$ cat src/shared/qus_pkg.sv
// constants and carriers shared by the quad serial status block
package qus_pkg;
  localparam int NUM_CH = 4;
  localparam int CLK_NS = 25;
  localparam int BIT_NS = 8680;                         // one serial bit time in ns
  localparam int BIT_CYC = BIT_NS / CLK_NS;              // same bit time in whole clocks, rounds down
  localparam int IR_CYC = (BIT_CYC * 3) / 16;            // infrared pulse, 3/16 of a bit
  localparam logic [8:0] BAUD_LAST = 9'(BIT_CYC - 1);
  localparam logic [8:0] BAUD_HALF = 9'(BIT_CYC / 2 - 1);
  localparam logic [8:0] IR_EDGE = 9'(BIT_CYC - 1 - IR_CYC);
  localparam logic [1:0] Q_FULL = 2'h2;                  // two-entry buffers
  localparam logic [1:0] Q_EMPTY = 2'h0;
  localparam logic [3:0] TX_STOP_BIT = 4'h9;             // start + 8 data + stop
  localparam logic [3:0] RX_LAST_DATA = 4'h7;
  localparam logic [1:0] RTS_TRIG_FULL = 2'h0;           // trigger code that waits for full
  localparam int SUMMARY_TX_LSB = 0;
  localparam int SUMMARY_RX_LSB = 4;
  localparam logic [7:0] SUMMARY_RST = 8'hFF;            // all idle: tx bits show space, rx flags high
  localparam logic [3:0] GPI_RST = 4'hF;

  typedef enum logic [3:0] {
    RX_IDLE  = 4'b0001,
    RX_START = 4'b0010,
    RX_DATA  = 4'b0100,
    RX_STOP  = 4'b1000
  } qus_rx_state_e;

  // per-channel control bits, from modem, feature and enhanced-feature registers
  typedef struct packed {
    logic       dtr_on;    // modem-control bit 0
    logic       rts_on;    // modem-control bit 1
    logic       ir_mode;   // modem-control bit 6
    logic       auto_rts;  // enhanced-feature bit 6
    logic       auto_cts;  // enhanced-feature bit 7
    logic       rx_ir_inv; // feature-control bit 2
    logic [1:0] rts_trig;  // feature-control bits 1:0
  } qus_ctrl_s;

  typedef struct packed {
    logic [1:0][7:0] buff;
    logic [1:0]      cnt;
    logic            rd;
    logic            wr;
    logic            busy;
    logic [9:0]      sh;
    logic [3:0]      bits;
    logic [8:0]      baud;
    logic            line;
    logic            ir;
  } qus_tx_s;

  typedef struct packed {
    logic [1:0][7:0] buff;
    logic [1:0]      cnt;
    logic            rd;
    logic            wr;
    qus_rx_state_e   st;
    logic [7:0]      sh;
    logic [3:0]      bits;
    logic [8:0]      baud;
    logic [8:0]      hold;
    logic            rts_n;
  } qus_rx_s;

  localparam qus_tx_s TX_RST = '{line: 1'b1, default: '0};
  localparam qus_rx_s RX_RST = '{st: RX_IDLE, rts_n: 1'b1, default: '0};
endpackage

$ cat src/rtl/qus_top.sv
// four-channel serial status, summary byte and serial pin logic
`timescale 1ns/10ps
module qus_top
  import qus_pkg::*;
(
  input  wire logic                        clk,
  input  wire logic                        rst,
  input  wire logic                        fifo_status_select_n,
  input  wire qus_ctrl_s [NUM_CH-1:0]      ctrl,
  input  wire logic [NUM_CH-1:0]           serial_rx_in,
  input  wire logic [NUM_CH-1:0]           cts_in_n,
  input  wire logic [NUM_CH-1:0]           dsr_in_n,
  input  wire logic [NUM_CH-1:0]           tx_valid,
  input  wire logic [NUM_CH-1:0][7:0]      tx_data,
  output logic [NUM_CH-1:0]                tx_ready,
  output logic [NUM_CH-1:0]                rx_valid,
  output logic [NUM_CH-1:0][7:0]           rx_data,
  input  wire logic [NUM_CH-1:0]           rx_ready,
  output logic [NUM_CH-1:0]                transmit_space_flag_n,
  output logic [NUM_CH-1:0]                receive_data_flag_n,
  output logic                             transmit_ready_all_n,
  output logic                             receive_ready_all_n,
  output logic [7:0]                       data_out,
  output logic                             data_oe,
  output logic [NUM_CH-1:0]                serial_tx_out,
  output logic [NUM_CH-1:0]                infrared_only_tx_out,
  output logic [NUM_CH-1:0]                rts_out_n,
  output logic [NUM_CH-1:0]                dtr_out_n,
  output logic [NUM_CH-1:0]                gp_cts_n,
  output logic [NUM_CH-1:0]                gp_dsr_n
);
  localparam int SW = 3 * NUM_CH + 1;

  logic [SW-1:0]     sync1;
  logic [SW-1:0]     sync2;
  logic [NUM_CH-1:0] rx_s;
  logic [NUM_CH-1:0] cts_s;
  logic [NUM_CH-1:0] next_tx_flag_n;
  logic [NUM_CH-1:0] next_rx_flag_n;
  logic [7:0]        next_data_out;
  logic              next_data_oe;
  logic [NUM_CH-1:0] next_dtr_n;

  // two-flop synchronisers for every pin input
  always_ff @(posedge clk or posedge rst) begin
    if (rst) begin
      sync1 <= {SW{1'b1}};
      sync2 <= {SW{1'b1}};
    end else begin
      sync1 <= {fifo_status_select_n, dsr_in_n, cts_in_n, serial_rx_in};
      sync2 <= sync1;
    end
  end

  assign rx_s  = sync2[NUM_CH-1:0];
  assign cts_s = sync2[2*NUM_CH-1:NUM_CH];

  for (genvar c = 0; c < NUM_CH; c++) begin : g_ch
    qus_tx_s t;
    qus_tx_s n;
    qus_rx_s r;
    qus_rx_s m;
    logic    tx_push;
    logic    tx_pop;
    logic    rx_push;
    logic    rx_pop;
    logic    ir_pulse;
    logic    line;
    logic    thr_hit;

    // transmit buffer and serialiser
    always_comb begin
      n = t;
      tx_push = tx_valid[c] && t.cnt != Q_FULL;
      tx_pop = !t.busy && t.cnt != Q_EMPTY && !(ctrl[c].auto_cts && cts_s[c]);
      if (t.busy) begin
        if (t.baud == 9'h0) begin
          n.baud = BAUD_LAST;
          n.sh = {1'b1, t.sh[9:1]};
          n.bits = t.bits + 4'h1;
          if (t.bits == TX_STOP_BIT) begin
            n.busy = 1'b0;
          end
        end else begin
          n.baud = t.baud - 9'h1;
        end
      end else if (tx_pop) begin
        n.busy = 1'b1;
        n.baud = BAUD_LAST;
        n.bits = 4'h0;
        n.sh = {1'b1, t.buff[t.rd], 1'b0};
        n.rd = !t.rd;
      end
      if (tx_push) begin
        n.buff[t.wr] = tx_data[c];
        n.wr = !t.wr;
      end
      n.cnt = t.cnt + {1'b0, tx_push} - {1'b0, tx_pop};
      n.line = !n.busy || n.sh[0];
      n.ir = n.busy && !n.sh[0] && n.baud > IR_EDGE;
    end

    always_ff @(posedge clk or posedge rst) begin
      if (rst) begin
        t <= TX_RST;
      end else begin
        t <= n;
      end
    end

    // receive decoder, deserialiser and buffer
    always_comb begin
      m = r;
      // decoder only listens in infrared mode, so a standard-mode idle
      // level leaves no stretch behind that fakes a start bit on switch-over
      ir_pulse = ctrl[c].ir_mode && (rx_s[c] ^ ctrl[c].rx_ir_inv);
      if (ir_pulse) begin
        m.hold = BAUD_LAST;
      end else if (r.hold != 9'h0) begin
        m.hold = r.hold - 9'h1;
      end
      line = ctrl[c].ir_mode ? !(ir_pulse || r.hold != 9'h0) : rx_s[c];
      rx_push = 1'b0;
      rx_pop = rx_ready[c] && r.cnt != Q_EMPTY;
      if (r.st != RX_IDLE && r.baud != 9'h0) begin
        m.baud = r.baud - 9'h1;
      end
      unique case (r.st)
        RX_IDLE: begin
          if (!line) begin
            m.st = RX_START;
            m.baud = BAUD_HALF;
          end
        end
        RX_START: begin
          if (r.baud == 9'h0) begin
            m.baud = BAUD_LAST;
            m.bits = 4'h0;
            m.st = line ? RX_IDLE : RX_DATA;
          end
        end
        RX_DATA: begin
          if (r.baud == 9'h0) begin
            m.baud = BAUD_LAST;
            m.sh = {line, r.sh[7:1]};
            m.bits = r.bits + 4'h1;
            if (r.bits == RX_LAST_DATA) begin
              m.st = RX_STOP;
            end
          end
        end
        RX_STOP: begin
          if (r.baud == 9'h0) begin
            m.st = RX_IDLE;
            rx_push = line && r.cnt != Q_FULL;
          end
        end
        default: m.st = RX_IDLE;
      endcase
      if (rx_push) begin
        m.buff[r.wr] = r.sh;
        m.wr = !r.wr;
      end
      if (rx_pop) begin
        m.rd = !r.rd;
      end
      m.cnt = r.cnt + {1'b0, rx_push} - {1'b0, rx_pop};
      thr_hit = (ctrl[c].rts_trig == RTS_TRIG_FULL) ? (m.cnt == Q_FULL) : (m.cnt != Q_EMPTY);
      m.rts_n = !(ctrl[c].rts_on && !(ctrl[c].auto_rts && thr_hit));
    end

    always_ff @(posedge clk or posedge rst) begin
      if (rst) begin
        r <= RX_RST;
      end else begin
        r <= m;
      end
    end

    // channel pins, handshakes and flags
    assign serial_tx_out[c]         = ctrl[c].ir_mode ? t.ir : t.line;
    assign infrared_only_tx_out[c]  = t.ir;
    assign rts_out_n[c]             = r.rts_n;
    assign tx_ready[c]              = t.cnt != Q_FULL;
    assign rx_valid[c]              = r.cnt != Q_EMPTY;
    assign rx_data[c]               = r.buff[r.rd];
    assign transmit_space_flag_n[c] = t.cnt == Q_FULL;
    assign receive_data_flag_n[c]   = r.cnt == Q_EMPTY;
    assign next_tx_flag_n[c]        = n.cnt == Q_FULL;
    assign next_rx_flag_n[c]        = m.cnt == Q_EMPTY;

    // channel checks
    chk_tx_std_idle: assert property (@(posedge clk) disable iff (rst)
      !ctrl[c].ir_mode && !t.busy |-> serial_tx_out[c])
      else $error("standard transmit pin not high while idle");
    chk_ir_pin_idle: assert property (@(posedge clk) disable iff (rst)
      !t.busy |-> !infrared_only_tx_out[c] ##1 (t.busy || !infrared_only_tx_out[c]))
      else $error("infrared pin not low while idle");
    chk_ir_route: assert property (@(posedge clk) disable iff (rst)
      ctrl[c].ir_mode |-> serial_tx_out[c] == infrared_only_tx_out[c])
      else $error("infrared mode does not route encoder to transmit pin");
    chk_cts_stall: assert property (@(posedge clk) disable iff (rst)
      ctrl[c].auto_cts && cts_s[c] && !t.busy |=> !t.busy)
      else $error("transmit started while clear-to-send high");
    chk_rts_full: assert property (@(posedge clk) disable iff (rst)
      $past(ctrl[c].auto_rts) && r.cnt == Q_FULL |-> rts_out_n[c])
      else $error("request-to-send held low with full receive buffer");
    chk_rts_manual: assert property (@(posedge clk) disable iff (rst)
      !$past(ctrl[c].rts_on) |-> rts_out_n[c])
      else $error("request-to-send low without software enable");
    cov_tx_byte: cover property (@(posedge clk) disable iff (rst) tx_pop ##1 t.busy);
    cov_rx_push: cover property (@(posedge clk) disable iff (rst) rx_push);
    cov_cts_hold: cover property (@(posedge clk) disable iff (rst)
      ctrl[c].auto_cts && cts_s[c] && t.cnt != Q_EMPTY && !t.busy);
    cov_rts_full: cover property (@(posedge clk) disable iff (rst) ctrl[c].auto_rts && r.cnt == Q_FULL);
    chk_std_no_stretch: assert property (@(posedge clk) disable iff (rst)
      !ctrl[c].ir_mode && r.hold == 9'h0 |-> m.hold == 9'h0)
      else $error("infrared decoder active in standard mode");

    // combined views per channel
    chk_any_tx: assert property (@(posedge clk) disable iff (rst)
      !transmit_space_flag_n[c] |-> !transmit_ready_all_n)
      else $error("combined transmit-ready high while this channel has space");
    chk_any_rx: assert property (@(posedge clk) disable iff (rst)
      !receive_data_flag_n[c] |-> !receive_ready_all_n)
      else $error("combined receive-ready high while this channel has data");
    chk_summary_chan: assert property (@(posedge clk) disable iff (rst)
      data_out[SUMMARY_TX_LSB + c] == !transmit_space_flag_n[c] &&
      data_out[SUMMARY_RX_LSB + c] == receive_data_flag_n[c])
      else $error("summary byte bits do not match this channel flags");
  end

  // combined ready outputs, active low
  assign transmit_ready_all_n = &transmit_space_flag_n;
  assign receive_ready_all_n  = &receive_data_flag_n;

  // summary byte, bus drive and general purpose pins
  always_comb begin
    next_data_out = '0;
    next_data_out[SUMMARY_TX_LSB +: NUM_CH] = ~next_tx_flag_n;
    next_data_out[SUMMARY_RX_LSB +: NUM_CH] = next_rx_flag_n;
    next_data_oe = !sync2[SW-1];
    next_dtr_n = '1;
    for (int i = 0; i < NUM_CH; i++) begin
      next_dtr_n[i] = !ctrl[i].dtr_on;
    end
  end

  always_ff @(posedge clk or posedge rst) begin
    if (rst) begin
      data_out  <= SUMMARY_RST;
      data_oe   <= 1'b0;
      dtr_out_n <= '1;
      gp_cts_n  <= GPI_RST;
      gp_dsr_n  <= GPI_RST;
    end else begin
      data_out  <= next_data_out;
      data_oe   <= next_data_oe;
      dtr_out_n <= next_dtr_n;
      gp_cts_n  <= cts_s;
      gp_dsr_n  <= sync2[3*NUM_CH-1:2*NUM_CH];
    end
  end

  // top-level checks
  chk_tx_all_ready: assert property (@(posedge clk) disable iff (rst)
    g_ch[0].t.cnt != Q_FULL |-> !transmit_ready_all_n)
    else $error("combined transmit-ready high while a channel has space");
  chk_rx_all_ready: assert property (@(posedge clk) disable iff (rst)
    g_ch[1].r.cnt != Q_EMPTY |-> !receive_ready_all_n)
    else $error("combined receive-ready high while a channel has data");
  chk_summary_drive: assert property (@(posedge clk) disable iff (rst)
    !fifo_status_select_n |-> ##3 data_oe)
    else $error("summary byte not driven after select");
  chk_summary_release: assert property (@(posedge clk) disable iff (rst)
    fifo_status_select_n |-> ##3 !data_oe)
    else $error("summary byte still driven after select released");
  chk_summary_bits: assert property (@(posedge clk) disable iff (rst)
    data_out == {receive_data_flag_n, ~transmit_space_flag_n})
    else $error("summary byte out of step with channel flags");
  chk_dtr_gpo: assert property (@(posedge clk) disable iff (rst)
    ##1 dtr_out_n[0] == !$past(ctrl[0].dtr_on))
    else $error("data-terminal-ready does not follow software");
  chk_gpi_read: assert property (@(posedge clk) disable iff (rst)
    ##3 gp_dsr_n == $past(dsr_in_n, 3))
    else $error("data-set-ready not readable after sync");
  cov_summary_read: cover property (@(posedge clk) disable iff (rst) data_oe && data_out[SUMMARY_RX_LSB]);
endmodule // qus_top

$ cat config.mk
export PLATFORM = sky130hd
export DESIGN_NAME = qus_top
export DESIGN_NICKNAME = d
export VERILOG_FILES = /design/src/shared/qus_pkg.sv /design/src/rtl/qus_top.sv
export SDC_FILE = /design/constraint.sdc
export NUM_CORES = 1
export LEC_CHECK = 0
export ABC_AREA = 1
export BUFFER_PORTS_ARGS = -buffer_cell sky130_fd_sc_hd__buf_2
export CAP_MARGIN = 20
export CORE_MARGIN = 5
export CORE_UTILIZATION = 25
export DETAILED_ROUTE_END_ITERATION = 10
export PLACE_DENSITY = 0.51
export SLEW_MARGIN = 20
export SYNTH_ARGS = -nofsm -noshare
export SYNTH_HDL_FRONTEND = slang
export SYNTH_SLANG_ARGS = --single-unit
export TNS_END_PERCENT = 5
$ cat constraint.sdc
create_clock -name clk -period 19.6 [get_ports clk]
set_input_delay 1.96 -clock clk [delete_from_list [all_inputs] [get_ports clk]]
set_output_delay 1.96 -clock clk [all_outputs]
set_load 0.03 [all_outputs]
==> impl_results.md, run 1 <==
* Post-route insts no fill at 3731
* DRT Wirelength at 45.4 mm
* Total power draw at 3.41 mW
* Num Clock Sinks at 451
* Post-route fraction of the period consumed by the critical path at 24.2%
* Die Area at 90400 um2
* Type of element launching the critical path: input pin
* Number of DRC violations after detailed-routing iteration 0 at 751
* Number of resized instances in the post-cts repair step at 0
* Library cell used as clock root buffer: sky130_fd_sc_hd__clkbuf_16
* Hold Buf Count CTS at 0
* CTS tree: done
* Detailed placer's ending HPWL at 31.4 mm
* Sequential-to-total area share from yosys stat at 53.8%
* Worst-Skew Late Latency at 0.59 ns
* # rows at 106
* Worst setup slack before clock tree synthesis at 14.84 ns
* Status: finished clean
* Post-route antenna net violation count at 0
* Most used flip-flop cell after synthesis: sky130_fd_sc_hd__dfrtp_1
* Maximum single-stage delay on the critical path at 0.36 ns
* Setup repair after global routing missed its margin: false
* Nature of the critical path endpoint: output pin
* Static Leakage at 12.3 nW
* Initial antenna violation count at 0
* Combined global-route utilization of all metal layers at 10.0%
* Antenna diodes at 0
* Data arrival time of the worst path at 2.77 ns
* Final setup violation count at 0
* Die boundary height at 301 um
* Area after DPL at 23200 um2
* Clock buffers created by TritonCTS at 55
* Power density normalized to cell area at 136 nW/um2
* Total iterations of the first detailed-routing run at 5
* Num ports at 170
* Worst Hold Margin at 0.349 ns
* Hold Vio Cnt, Final at 0
* Worst setup margin at 14.87 ns
* Hold Path Cell Cnt at 0
* Max Cap Viol at 0
* Remaining Overflow, GRT at 0
* Via count of the first global-routing pass at 15300
* Cell count after placement at 3628
* Library cell contributing the largest single delay on the critical path: sky130_fd_sc_hd__mux2_2
* Deepest level of the CTS H-tree at 2
* Maximum ir drop on the vdd rail at 93.8 uV
* Synthesized net count at 2501
* Chip width at 301 um
* Pins Over Slew Limit at 0
* Wire length of the first global-routing pass at 77.1 mm
* Initial core utilization at 25.2%
* Achievable clock frequency at 211 MHz
* Worst reg2reg path startpoint: g_ch[3].r[10]
* Slew Limit Headroom at 36.4%
* Unique cell type count in the Yosys netlist at 54
* Count of yosys warnings during synthesis at 0
* Critical path, cell by cell: buf_2, mux2_2, buf_2
* Share of cells above drive strength 1 at 17.5%
* Clock slew at reported path FFs at 0.06 ns
* Type of the worst setup path: in2out
* Post-detailed-route DRC marker count at 0
* Capturing instance or port of the critical path: serial_tx_out[0]
* Proportion of register bits with asynchronous set or reset after synthesis at 100%
* Required arrival time at the worst endpoint at 17.64 ns
* CP most frequent cell: sky130_fd_sc_hd__buf_2
* Crit path max fanout at 4
* R2R cell count at 14
* Mean cell area of the mapped netlist at 8.93 um2
* Number of vias per cell at 4.12
* Start point of the critical path: ctrl[5]
* Worst Hold Class: reg2reg
* Time the final worst path needs with I/O delays and setup at 4.74 ns
* Routed vias at 15400
* Final design area excluding fillers at 25100 um2
* Bufs on Longest Clock Path at 3
* Per-cell routed wire length at 12.2 um
* Pin count of the biggest net entering global routing at 109
* Final design utilization at 30.0%
* Quantity of I/O buffers inserted on ports at 169
* Tightest Pin Transition at 0.951 ns
* Setup repair bufs after CTS at 0
* Area of the mapped netlist at 21100 um2
* Number of flops mapped to enable cells by yosys at 0
* Clock tree skew after final layout at 0.0182 ns
* Core area at 83700 um2
* Gp weighted congestion at 0.771
* Cells after synthesis at 2366
* Register-to-register path setup slack at 16.81 ns
* Final net count at 2686
* Synthesis-stage register bit count at 451
* Reg2Reg Capture Point: rts_out_n[3]
* Syn-to-layout area delta at 18.7%
* Summed negative setup slack over all endpoints at 0 ns
[critical path: cells and delay by family]
kind,cells,cell delay (ns)
multiplexers,1,0.36
buffers and inverters,2,0.44
[synth_stat cells (all sizes together), types with 2 or more instances]
cell / number / area [um2]
nand2: 609 / 2330
dfrtp: 393 / 9830
inv: 353 / 1330
o21ai: 225 / 1300
nor2: 199 / 812
nand3: 136 / 763
dfstp: 58 / 1520
xor2: 50 / 438
ha: 48 / 601
mux2: 33 / 372
o211ai: 33 / 248
nand4: 26 / 184
a21oi: 25 / 125
clkbuf: 25 / 93.8
o221ai: 24 / 210
xnor2: 23 / 201
buf: 21 / 183
nor3: 16 / 80.1
or2: 11 / 68.8
clkinv: 9 / 33.8
o22ai: 8 / 50.1
nand3b: 7 / 65.1
o31ai: 6 / 45.0
a22o: 4 / 35.0
nor4: 4 / 31.3
a211o: 3 / 26.3
a31oi: 3 / 18.8
o21a: 3 / 22.5
o32ai: 3 / 26.3
a31o: 2 / 17.5
nor3b: 2 / 15.0
[worst min path at each step]
stage                          from     endpoint  slack [ns]
after floorplan            sync2[8]  gp_dsr_n[0]        0.35
after global placement    sync2[11]  gp_dsr_n[3]        0.35
after detailed placement   sync1[3]     sync2[3]        0.35
after CTS                  sync1[6]     sync2[6]        0.35
after global routing      sync1[10]    sync2[10]        0.36
final                      sync1[6]     sync2[6]        0.35
[layer usage]
metal	vias up	global-route usage, %	wire length [um]
met5	-	0	0
met4	0	2.87	1110
met3	73	2.13	2070
met2	216	15.7	20000
met1	7142	14.0	22200
li1	7949	-	-
[cells in the final DEF, fill, tap and decap left out, types with 50 or more instances in the layout]
master / count
sky130_fd_sc_hd__dfrtp_1: 393
sky130_fd_sc_hd__o21ai_0: 178
sky130_fd_sc_hd__nand2_1: 599
sky130_fd_sc_hd__dfstp_2: 58
sky130_fd_sc_hd__buf_2: 169
sky130_fd_sc_hd__xor2_1: 50
sky130_fd_sc_hd__nand3_1: 127
sky130_fd_sc_hd__clkbuf_16: 56
sky130_fd_sc_hd__nor2_1: 182
sky130_fd_sc_hd__inv_1: 348
[power breakdown]
part / internal, mW / leakage, nW / switching [mW]
combinational: 0.354 / 5.86 / 0.623
clock: 0.652 / 0.934 / 0.410
sequential: 1.20 / 5.50 / 0.177
[flip-flops by register name, indices dropped and copies added, names as in the netlist]
| signal | cells |
|---|---|
| infrared_only_tx_out | 4 |
| sync1 | 13 |
| g_ch.r | 216 |
| sync2 | 13 |
| gp_cts_n | 4 |
| data_out | 8 |
| rts_out_n | 4 |
| data_oe | 1 |
| dtr_out_n | 4 |
| g_ch.t | 180 |
| gp_dsr_n | 4 |
[cell type report]
cell class	instances	area, um2
Multi-Input combinational cell	1507	8130
Timing Repair Buffer	174	883
Tap cell	1134	1420
Inverter	362	1370
Sequential cell	451	11400
Clock buffer	79	1580
Fill cell	8895	58600
Clock inverter	24	330
[cell families after synthesis]
group | after synthesis | synth area share [%]
muxes | 33 | 1.76
DFF | 451 | 53.8
AOI/OAI and AO/OA | 343 | 10.3
xor gates and xnor gates | 73 | 3.03
and+or+nand+nor | 1010 | 20.6
buffers and inverters | 408 | 7.74
adders and majority gates | 48 | 2.84
Note: power is estimated with default switching activity, not from simulation.
==> run 2: changes to the inputs <==
--- a/config.mk
+++ b/config.mk
@@ -11,7 +11,7 @@
 export CORE_MARGIN = 5
 export CORE_UTILIZATION = 25
 export DETAILED_ROUTE_END_ITERATION = 10
-export PLACE_DENSITY = 0.51
+export PLACE_DENSITY = 0.52
 export SLEW_MARGIN = 20
 export SYNTH_ARGS = -nofsm -noshare
 export SYNTH_HDL_FRONTEND = slang
==> constraint.sdc (replaced) <==
create_clock -name clk -period 3.9 [get_ports clk]
set_input_delay 0.39 -clock clk [delete_from_list [all_inputs] [get_ports clk]]
set_output_delay 0.39 -clock clk [all_outputs]
set_load 0.03 [all_outputs]
==> run 2 against run 1 <==
Against the previous run:
- cell count increased by 1.7%
- cell area increased by 2.7%
- combinational power increased to 5.1 times the previous value
- sequential power increased to 5.0 times the previous value
- die area unchanged
- wire length increased by 1.6%
- critical path type is now reg2reg
==> impl_results.md, run 2 (same netlist as run 1, synthesis figures left out) <==
* Tightest Pin Transition at 0.907 ns
* Remaining Overflow, GRT at 0
* Area after DPL at 23300 um2
* Routed vias at 15600
* Crit path max fanout at 6
* Power density normalized to cell area at 669 nW/um2
* Gp weighted congestion at 0.775
* Largest register by flop count: g_ch.r
* Final net count at 2750
* Clock slew at reported path FFs at 0.06 ns
* Flip-flop count of the largest register after layout at 216
* Post-detailed-route DRC marker count at 0
* Hold Vio Cnt, Final at 0
* Most frequent cells in the layout: sky130_fd_sc_hd__nand2_1 (599), sky130_fd_sc_hd__dfrtp_1 (393), sky130_fd_sc_hd__inv_1 (348)
* Int Pwr at 11.1 mW
* Antenna diodes at 0
* Syn-to-layout area delta at 21.8%
* Reg2Reg Capture Point: rts_out_n[2]
* Num ports at 170
* Capturing instance or port of the critical path: rts_out_n[2]
* Die boundary height at 301 um
* DRT Wirelength at 46.1 mm
* Type of element launching the critical path: flop
* Maximum ir drop on the vdd rail at 389 uV
* # rows at 106
* Core area at 83700 um2
* Nature of the critical path endpoint: flop
* Required arrival time at the worst endpoint at 4.43 ns
* Final design utilization at 30.7%
* Data arrival time of the worst path at 3.86 ns
* R2R cell count at 15
* Worst-Skew Late Latency at 0.60 ns
* Clock buffers created by TritonCTS at 55
* Quantity of I/O buffers inserted on ports at 169
* Die Area at 90400 um2
* Pins Over Slew Limit at 0
* Achievable clock frequency at 301 MHz
* Deepest level of the CTS H-tree at 2
* Via count of the first global-routing pass at 15600
* Per-cell routed wire length at 12.1 um
* Max Cap Viol at 0
* Chip width at 301 um
* Number of resized instances in the post-cts repair step at 0
* Clock group share of total power at 30.9%
* Worst reg2reg path startpoint: g_ch[2].r[10]
* Total power draw at 17.2 mW
* Net switching share of the total power at 35.4%
* Post-route fraction of the period consumed by the critical path at 85.3%
* Final design area excluding fillers at 25700 um2
* Setup repair after global routing missed its margin: false
* Slew Limit Headroom at 39.3%
* Setup repair bufs after CTS at 0
* Sequential Power Share at 40.2%
* Hold Buf Count CTS at 53
* Library cell used as clock root buffer: sky130_fd_sc_hd__clkbuf_16
* Bufs on Longest Clock Path at 3
* Number of DRC violations after detailed-routing iteration 0 at 838
* Wire length of the first global-routing pass at 79.0 mm
* Worst Hold Class: in2reg
* Most common cell after layout, fill and taps aside: sky130_fd_sc_hd__nand2_1
* Static Leakage at 12.6 nW
* Start point of the critical path: g_ch[2].r[10]
* Initial core utilization at 25.2%
* Number of vias per cell at 4.12
* CTS tree: done
* Post-route antenna net violation count at 0
* Combined global-route utilization of all metal layers at 10.3%
* Final setup violation count at 0
* Total net switching power at 6.09 mW
* Num Clock Sinks at 451
* Combinational cell fraction of total power at 28.9%
* Total iterations of the first detailed-routing run at 5
* Status: finished clean
* Detailed placer's ending HPWL at 32.4 mm
* Register-to-register path setup slack at 0.57 ns
* Time the final worst path needs with I/O delays and setup at 3.33 ns
* Clock tree skew after final layout at 0.0199 ns
* Pin count of the biggest net entering global routing at 95
* Biggest regs: g_ch.r: 216 flops, g_ch.t: 180 flops
* Type of the worst setup path: reg2reg
* Initial antenna violation count at 1
* Share of cells above drive strength 1 at 17.4%
run 2: changes by cell type in the layout (fill, tap and decap cells not counted), moves of 2 or more:
cell	before	now
sky130_fd_sc_hd__dlygate4sd3_1	0	53
sky130_fd_sc_hd__buf_4	5	11
sky130_fd_sc_hd__buf_12	0	5
sky130_fd_sc_hd__clkinv_2	9	6
sky130_fd_sc_hd__clkbuf_1	14	16
sky130_fd_sc_hd__clkbuf_8	9	11
sky130_fd_sc_hd__clkinvlp_4	2	4
run 2: worst min path at each step:
stage	endpoint	from	cells after the start
after CTS	g_ch[3].t[45]	tx_data[31]	3
after global routing	g_ch[3].t[45]	tx_data[31]	3
final	g_ch[0].t[45]	tx_data[7]	3
after global placement	sync2[3]	sync1[3]	0
after floorplan	gp_dsr_n[0]	sync2[8]	0
after detailed placement	sync2[3]	sync1[3]	0
run 2: area by class of cell:
cell class / count / area (um2)
clock buffer: 82 / 1590
fill: 8840 / 58000
timing repair buffer: 238 / 1560
multi-input combinational: 1507 / 8130
inverter: 362 / 1360
tap: 1134 / 1420
clock inverter: 22 / 315
sequential: 451 / 11400
run 2: metrics by stage:
stage	hold slack [ns]	setup WS [ns]	setup TNS [ns]	instances
after floorplan	0.345	-2.54	-1049.02	2366
after global placement	0.345	1.17	0	3639
after detailed placement	0.347	1.11	0	3639
after CTS	0.0000412	0.584	0	3796
after global routing	0.0173	0.251	0	3796
final	0.0473	0.573	0	3796
run 2: worst max-delay path, cell delays in order (launching register included):
cell and delay (ns):
sky130_fd_sc_hd__dfrtp_1 0.38, sky130_fd_sc_hd__inv_1 0.15, sky130_fd_sc_hd__ha_1 0.22, sky130_fd_sc_hd__inv_1 0.05, sky130_fd_sc_hd__nor4_1 0.22, sky130_fd_sc_hd__nand2_1 0.14, sky130_fd_sc_hd__nor2_2 0.27, sky130_fd_sc_hd__nand2_1 0.14
sky130_fd_sc_hd__ha_1 0.29, sky130_fd_sc_hd__inv_1 0.03, sky130_fd_sc_hd__ha_1 0.17, sky130_fd_sc_hd__xnor2_1 0.17, sky130_fd_sc_hd__xor2_1 0.21, sky130_fd_sc_hd__nor2_1 0.08, sky130_fd_sc_hd__o21ai_0 0.16, sky130_fd_sc_hd__dlygate4sd3_1 0.58
run 2: layer usage:
metal  vias to the layer above  share of wire [%]  global-route usage [%]
met5                         -                  0                       0
met4                         0                2.1                    2.64
met3                        68                4.5                    2.03
met2                       217                 44                    16.2
met1                      7295                 50                    14.5
li1                       8062                  -                       -
run 2: power by group through the flow:
stage / combinational, mW / sequential [mW] / clock (mW)
4_1_cts: 5.08 / 6.93 / 5.56
3_5_place_dp: 5.01 / 7.00 / 0
3_3_place_gp: 4.96 / 6.98 / 0
6_report: 4.98 / 6.91 / 5.32
2_1_floorplan: 3.99 / 6.72 / 0
5_1_grt: 5.80 / 7.10 / 5.74
==> run 3: changes to the inputs <==
--- a/config.mk
+++ b/config.mk
@@ -5,7 +5,6 @@
 export SDC_FILE = /design/constraint.sdc
 export NUM_CORES = 1
 export LEC_CHECK = 0
-export ABC_AREA = 1
 export BUFFER_PORTS_ARGS = -buffer_cell sky130_fd_sc_hd__buf_2
 export CAP_MARGIN = 20
 export CORE_MARGIN = 5
==> constraint.sdc (replaced) <==
create_clock -name clk -period 2.69 [get_ports clk]
set_input_delay 0.269 -clock clk [delete_from_list [all_inputs] [get_ports clk]]
set_output_delay 0.269 -clock clk [all_outputs]
set_load 0.03 [all_outputs]
==> run 3 against run 2 <==
Against the previous run:
- the flow now finishes with violations (setup timing)
- first-iteration DRC count down 18%
- synthesized cell count down 22%
- register-to-register slack worse by 0.60 ns
- core utilization up 1.5 points
- critical path type unchanged
- critical endpoint is now data_out[7]
==> impl_results.md, run 3 <==
* Final setup violation count at 2
* Library cell used as clock root buffer: sky130_fd_sc_hd__clkbuf_16
* Post-synth top area share at 47.2%
* Combined global-route utilization of all metal layers at 10.6%
* Clock tree skew after final layout at 0.0198 ns
* Post-route antenna net violation count at 0
* Critical path, cell by cell: or4_1, o31ai_4, a32o_2, nand3_2, ha_4, inv_1, ha_2, xnor2_2, xnor2_1, nor2_1, buf_4
* Time the final worst path needs with I/O delays and setup at 2.72 ns
* Most used flip-flop cell after synthesis: sky130_fd_sc_hd__dfrtp_1
* Worst Hold Margin at 0.0505 ns
* Crit path max fanout at 3
* Commonest cells in the synthesized netlist: sky130_fd_sc_hd__dfrtp_1 (393), sky130_fd_sc_hd__mux2_2 (182), sky130_fd_sc_hd__nand2_1 (175), sky130_fd_sc_hd__nor2_1 (128), sky130_fd_sc_hd__inv_1 (78)
* Biggest regs: g_ch.r: 216 flops, g_ch.t: 180 flops
* Nature of the critical path endpoint: flop
* Bufs and invs on worst path at 2
* Status: complete, but fails checks
* Worst-Skew Late Latency at 0.60 ns
* Via count of the first global-routing pass at 15800
* Num Clock Sinks at 451
* Number of fillers in the final layout at 8135
* Pin count of the biggest net entering global routing at 98
* DRT Wirelength at 48.3 mm
* Num ports at 170
* Synthesis-stage register bit count at 451
* Setup repair after global routing missed its margin: true
* Deepest level of the CTS H-tree at 2
* Static Leakage at 11.9 nW
* Final net count at 2315
* Per-cell routed wire length at 14.6 um
* Clock slew at reported path FFs at 0.06 ns
* Type of the worst setup path: reg2reg
* Pins Over Slew Limit at 0
* Tightest Pin Transition at 0.839 ns
* Syn-to-layout area delta at 27.4%
* Number of vias per cell at 4.53
* Maximum ir drop on the vdd rail at 464 uV
* Most frequent cells in the layout: sky130_fd_sc_hd__dfrtp_1 (393), sky130_fd_sc_hd__mux2_2 (182), sky130_fd_sc_hd__nand2_1 (175)
* Proportion of register bits with asynchronous set or reset after synthesis at 100%
* Total iterations of the first detailed-routing run at 7
* Count leader, synth: sky130_fd_sc_hd__dfrtp_1
* Share of cells above drive strength 1 at 31.1%
* Violated checks: setup timing
* Cell type with the highest aggregate area in the netlist: sky130_fd_sc_hd__dfrtp_1
* Worst Hold Class: in2reg
* Summed negative setup slack over all endpoints at -0.0558 ns
* Post-detailed-route DRC marker count at 0
* Die Area at 89200 um2
* Area of the mapped netlist at 20800 um2
* Hold Vio Cnt, Final at 0
* Worst setup slack before clock tree synthesis at -0.232 ns
* Sequential-to-total area share from yosys stat at 54.5%
* Quantity of I/O buffers inserted on ports at 169
* Maximum single-stage delay on the critical path at 0.66 ns
* Clock buffers created by TritonCTS at 55
* Mean cell area of the mapped netlist at 11.3 um2
* Worst setup margin at -0.0315 ns
* Count of yosys warnings during synthesis at 0
* Core area at 82400 um2
* Total power draw at 24.3 mW
* Data arrival time of the worst path at 3.24 ns
* Die boundary height at 299 um
* Post-route fraction of the period consumed by the critical path at 101%
* Initial core utilization at 25.3%
* Bufs on Longest Clock Path at 3
* Routed vias at 14900
* Wire length of the first global-routing pass at 80.2 mm
* # rows at 105
* Type of element launching the critical path: flop
* Flip-flop count of the largest register after layout at 216
* Required arrival time at the worst endpoint at 3.21 ns
* Number of flops mapped to enable cells by yosys at 0
* Unique cell type count in the Yosys netlist at 80
* Slew Limit Headroom at 44.0%
* Initial antenna violation count at 0
* Cells after synthesis at 1839
* Leading cell types by total area after synthesis: sky130_fd_sc_hd__dfrtp_1 (47%), sky130_fd_sc_hd__mux2_2 (9.8%), sky130_fd_sc_hd__dfstp_2 (7.3%)
* Detailed placer's ending HPWL at 33.7 mm
* Largest register by flop count: g_ch.r
* Max Cap Viol at 0
* Number of DRC violations after detailed-routing iteration 0 at 691
* Achievable clock frequency at 367 MHz
* Most common cell after layout, fill and taps aside: sky130_fd_sc_hd__dfrtp_1
* Power density normalized to cell area at 916 nW/um2
* Synthesized net count at 1974
* Remaining Overflow, GRT at 0
* Top Family by Delay on Critical Path: simple AND/OR/NAND/NOR gates
* CTS tree: done
* Gp weighted congestion at 0.811
* Library cell contributing the largest single delay on the critical path: sky130_fd_sc_hd__or4_1
* Chip width at 299 um
* Antenna diodes at 0
run 3: changes by cell type after synthesis, sizes merged, moves of 35 or more:
cell / delta
inv: -275
mux2: +149
mux2i: +36
nand2: -434
nand3: -91
nor2: -70
nor3: +35
o21ai: -151
run 3: repair_timing:
item	4_1_cts	5_1_grt
hold buffers	65	0
buffers inserted	1	3
cloned	0	0
pin swaps	8	14
setup endpoints to repair	18	18
hold endpoints to repair	257	0
resized for setup	21	31
run 3: worst min-delay path, stage by stage:
cell and delay (ns):
sky130_fd_sc_hd__buf_2 0.07, sky130_fd_sc_hd__nor2_1 0.04, sky130_fd_sc_hd__nand2_1 0.05, sky130_fd_sc_hd__nand2_1 0.05, sky130_fd_sc_hd__o21ai_1 0.11
run 3: cells by family (layout without fill, tap and decap cells):
group / Yosys count / in the layout / share of synthesized area, %
and+or+nand+nor: 614 / 614 / 15.4
DFF: 451 / 451 / 54.5
AOI/OAI and AO/OA: 272 / 272 / 9.06
muxes: 218 / 218 / 11.6
buffers and inverters: 146 / 533 / 2.81
xor gates and xnor gates: 90 / 90 / 3.78
adders and majority gates: 48 / 48 / 2.88
run 3: power breakdown:
group	internal (mW)	leakage [nW]	total [mW]	switching (mW)
Sequential	8.52	5.50	9.96	1.44
Combinational	3.11	5.48	6.50	3.39
Clock	4.87	0.953	7.85	2.98
run 3: metal layers:
| metal | track usage, % | part of all wire [%] | wire (um) |
|---|---|---|---|
| met1 | 13.6 | 46 | 22200 |
| met2 | 18.3 | 48 | 23300 |
| met3 | 1.96 | 3.5 | 1690 |
| met4 | 2.88 | 2.1 | 1030 |
| met5 | 0 | 0 | 0 |
run 3: cell type report:
| type | count | area [um2] | area share (%) |
|---|---|---|---|
| inverters | 78 | 297 | 1.12 |
| flip-flops and latches | 451 | 11400 | 42.8 |
| clock inverters | 22 | 314 | 1.18 |
| multi-input cells | 1242 | 9130 | 34.4 |
| clock buffers | 81 | 1630 | 6.14 |
| repair buffers | 352 | 2470 | 9.32 |
| well taps | 1070 | 1340 | 5.04 |
run 3: worst paths after layout:
kind                               from       endpoint  slack, ns  depth (start not counted)
setup / recovery           g_ch[3].r[5]    data_out[7]      -0.03                         11
hold / removal                 ctrl[17]   rts_out_n[2]       0.05                          5
setup reg to reg           g_ch[3].r[5]    data_out[7]      -0.03                         11
hold reg to reg                sync1[6]       sync2[6]       0.35                          0
max in group asynchronous           rst   rts_out_n[1]       1.57                          5
min in group asynchronous           rst  g_ch[3].t[28]       0.41                          4
run 3: metrics by stage:
step                area, um2  util (%)  instances
detailed placement      23700      28.8       3124
floorplan               20800         -       1839
global placement        23700      28.8       3124
global route            26500      32.2       3296
finish                  26500      32.2       3296
CTS                     26400      32.0       3293
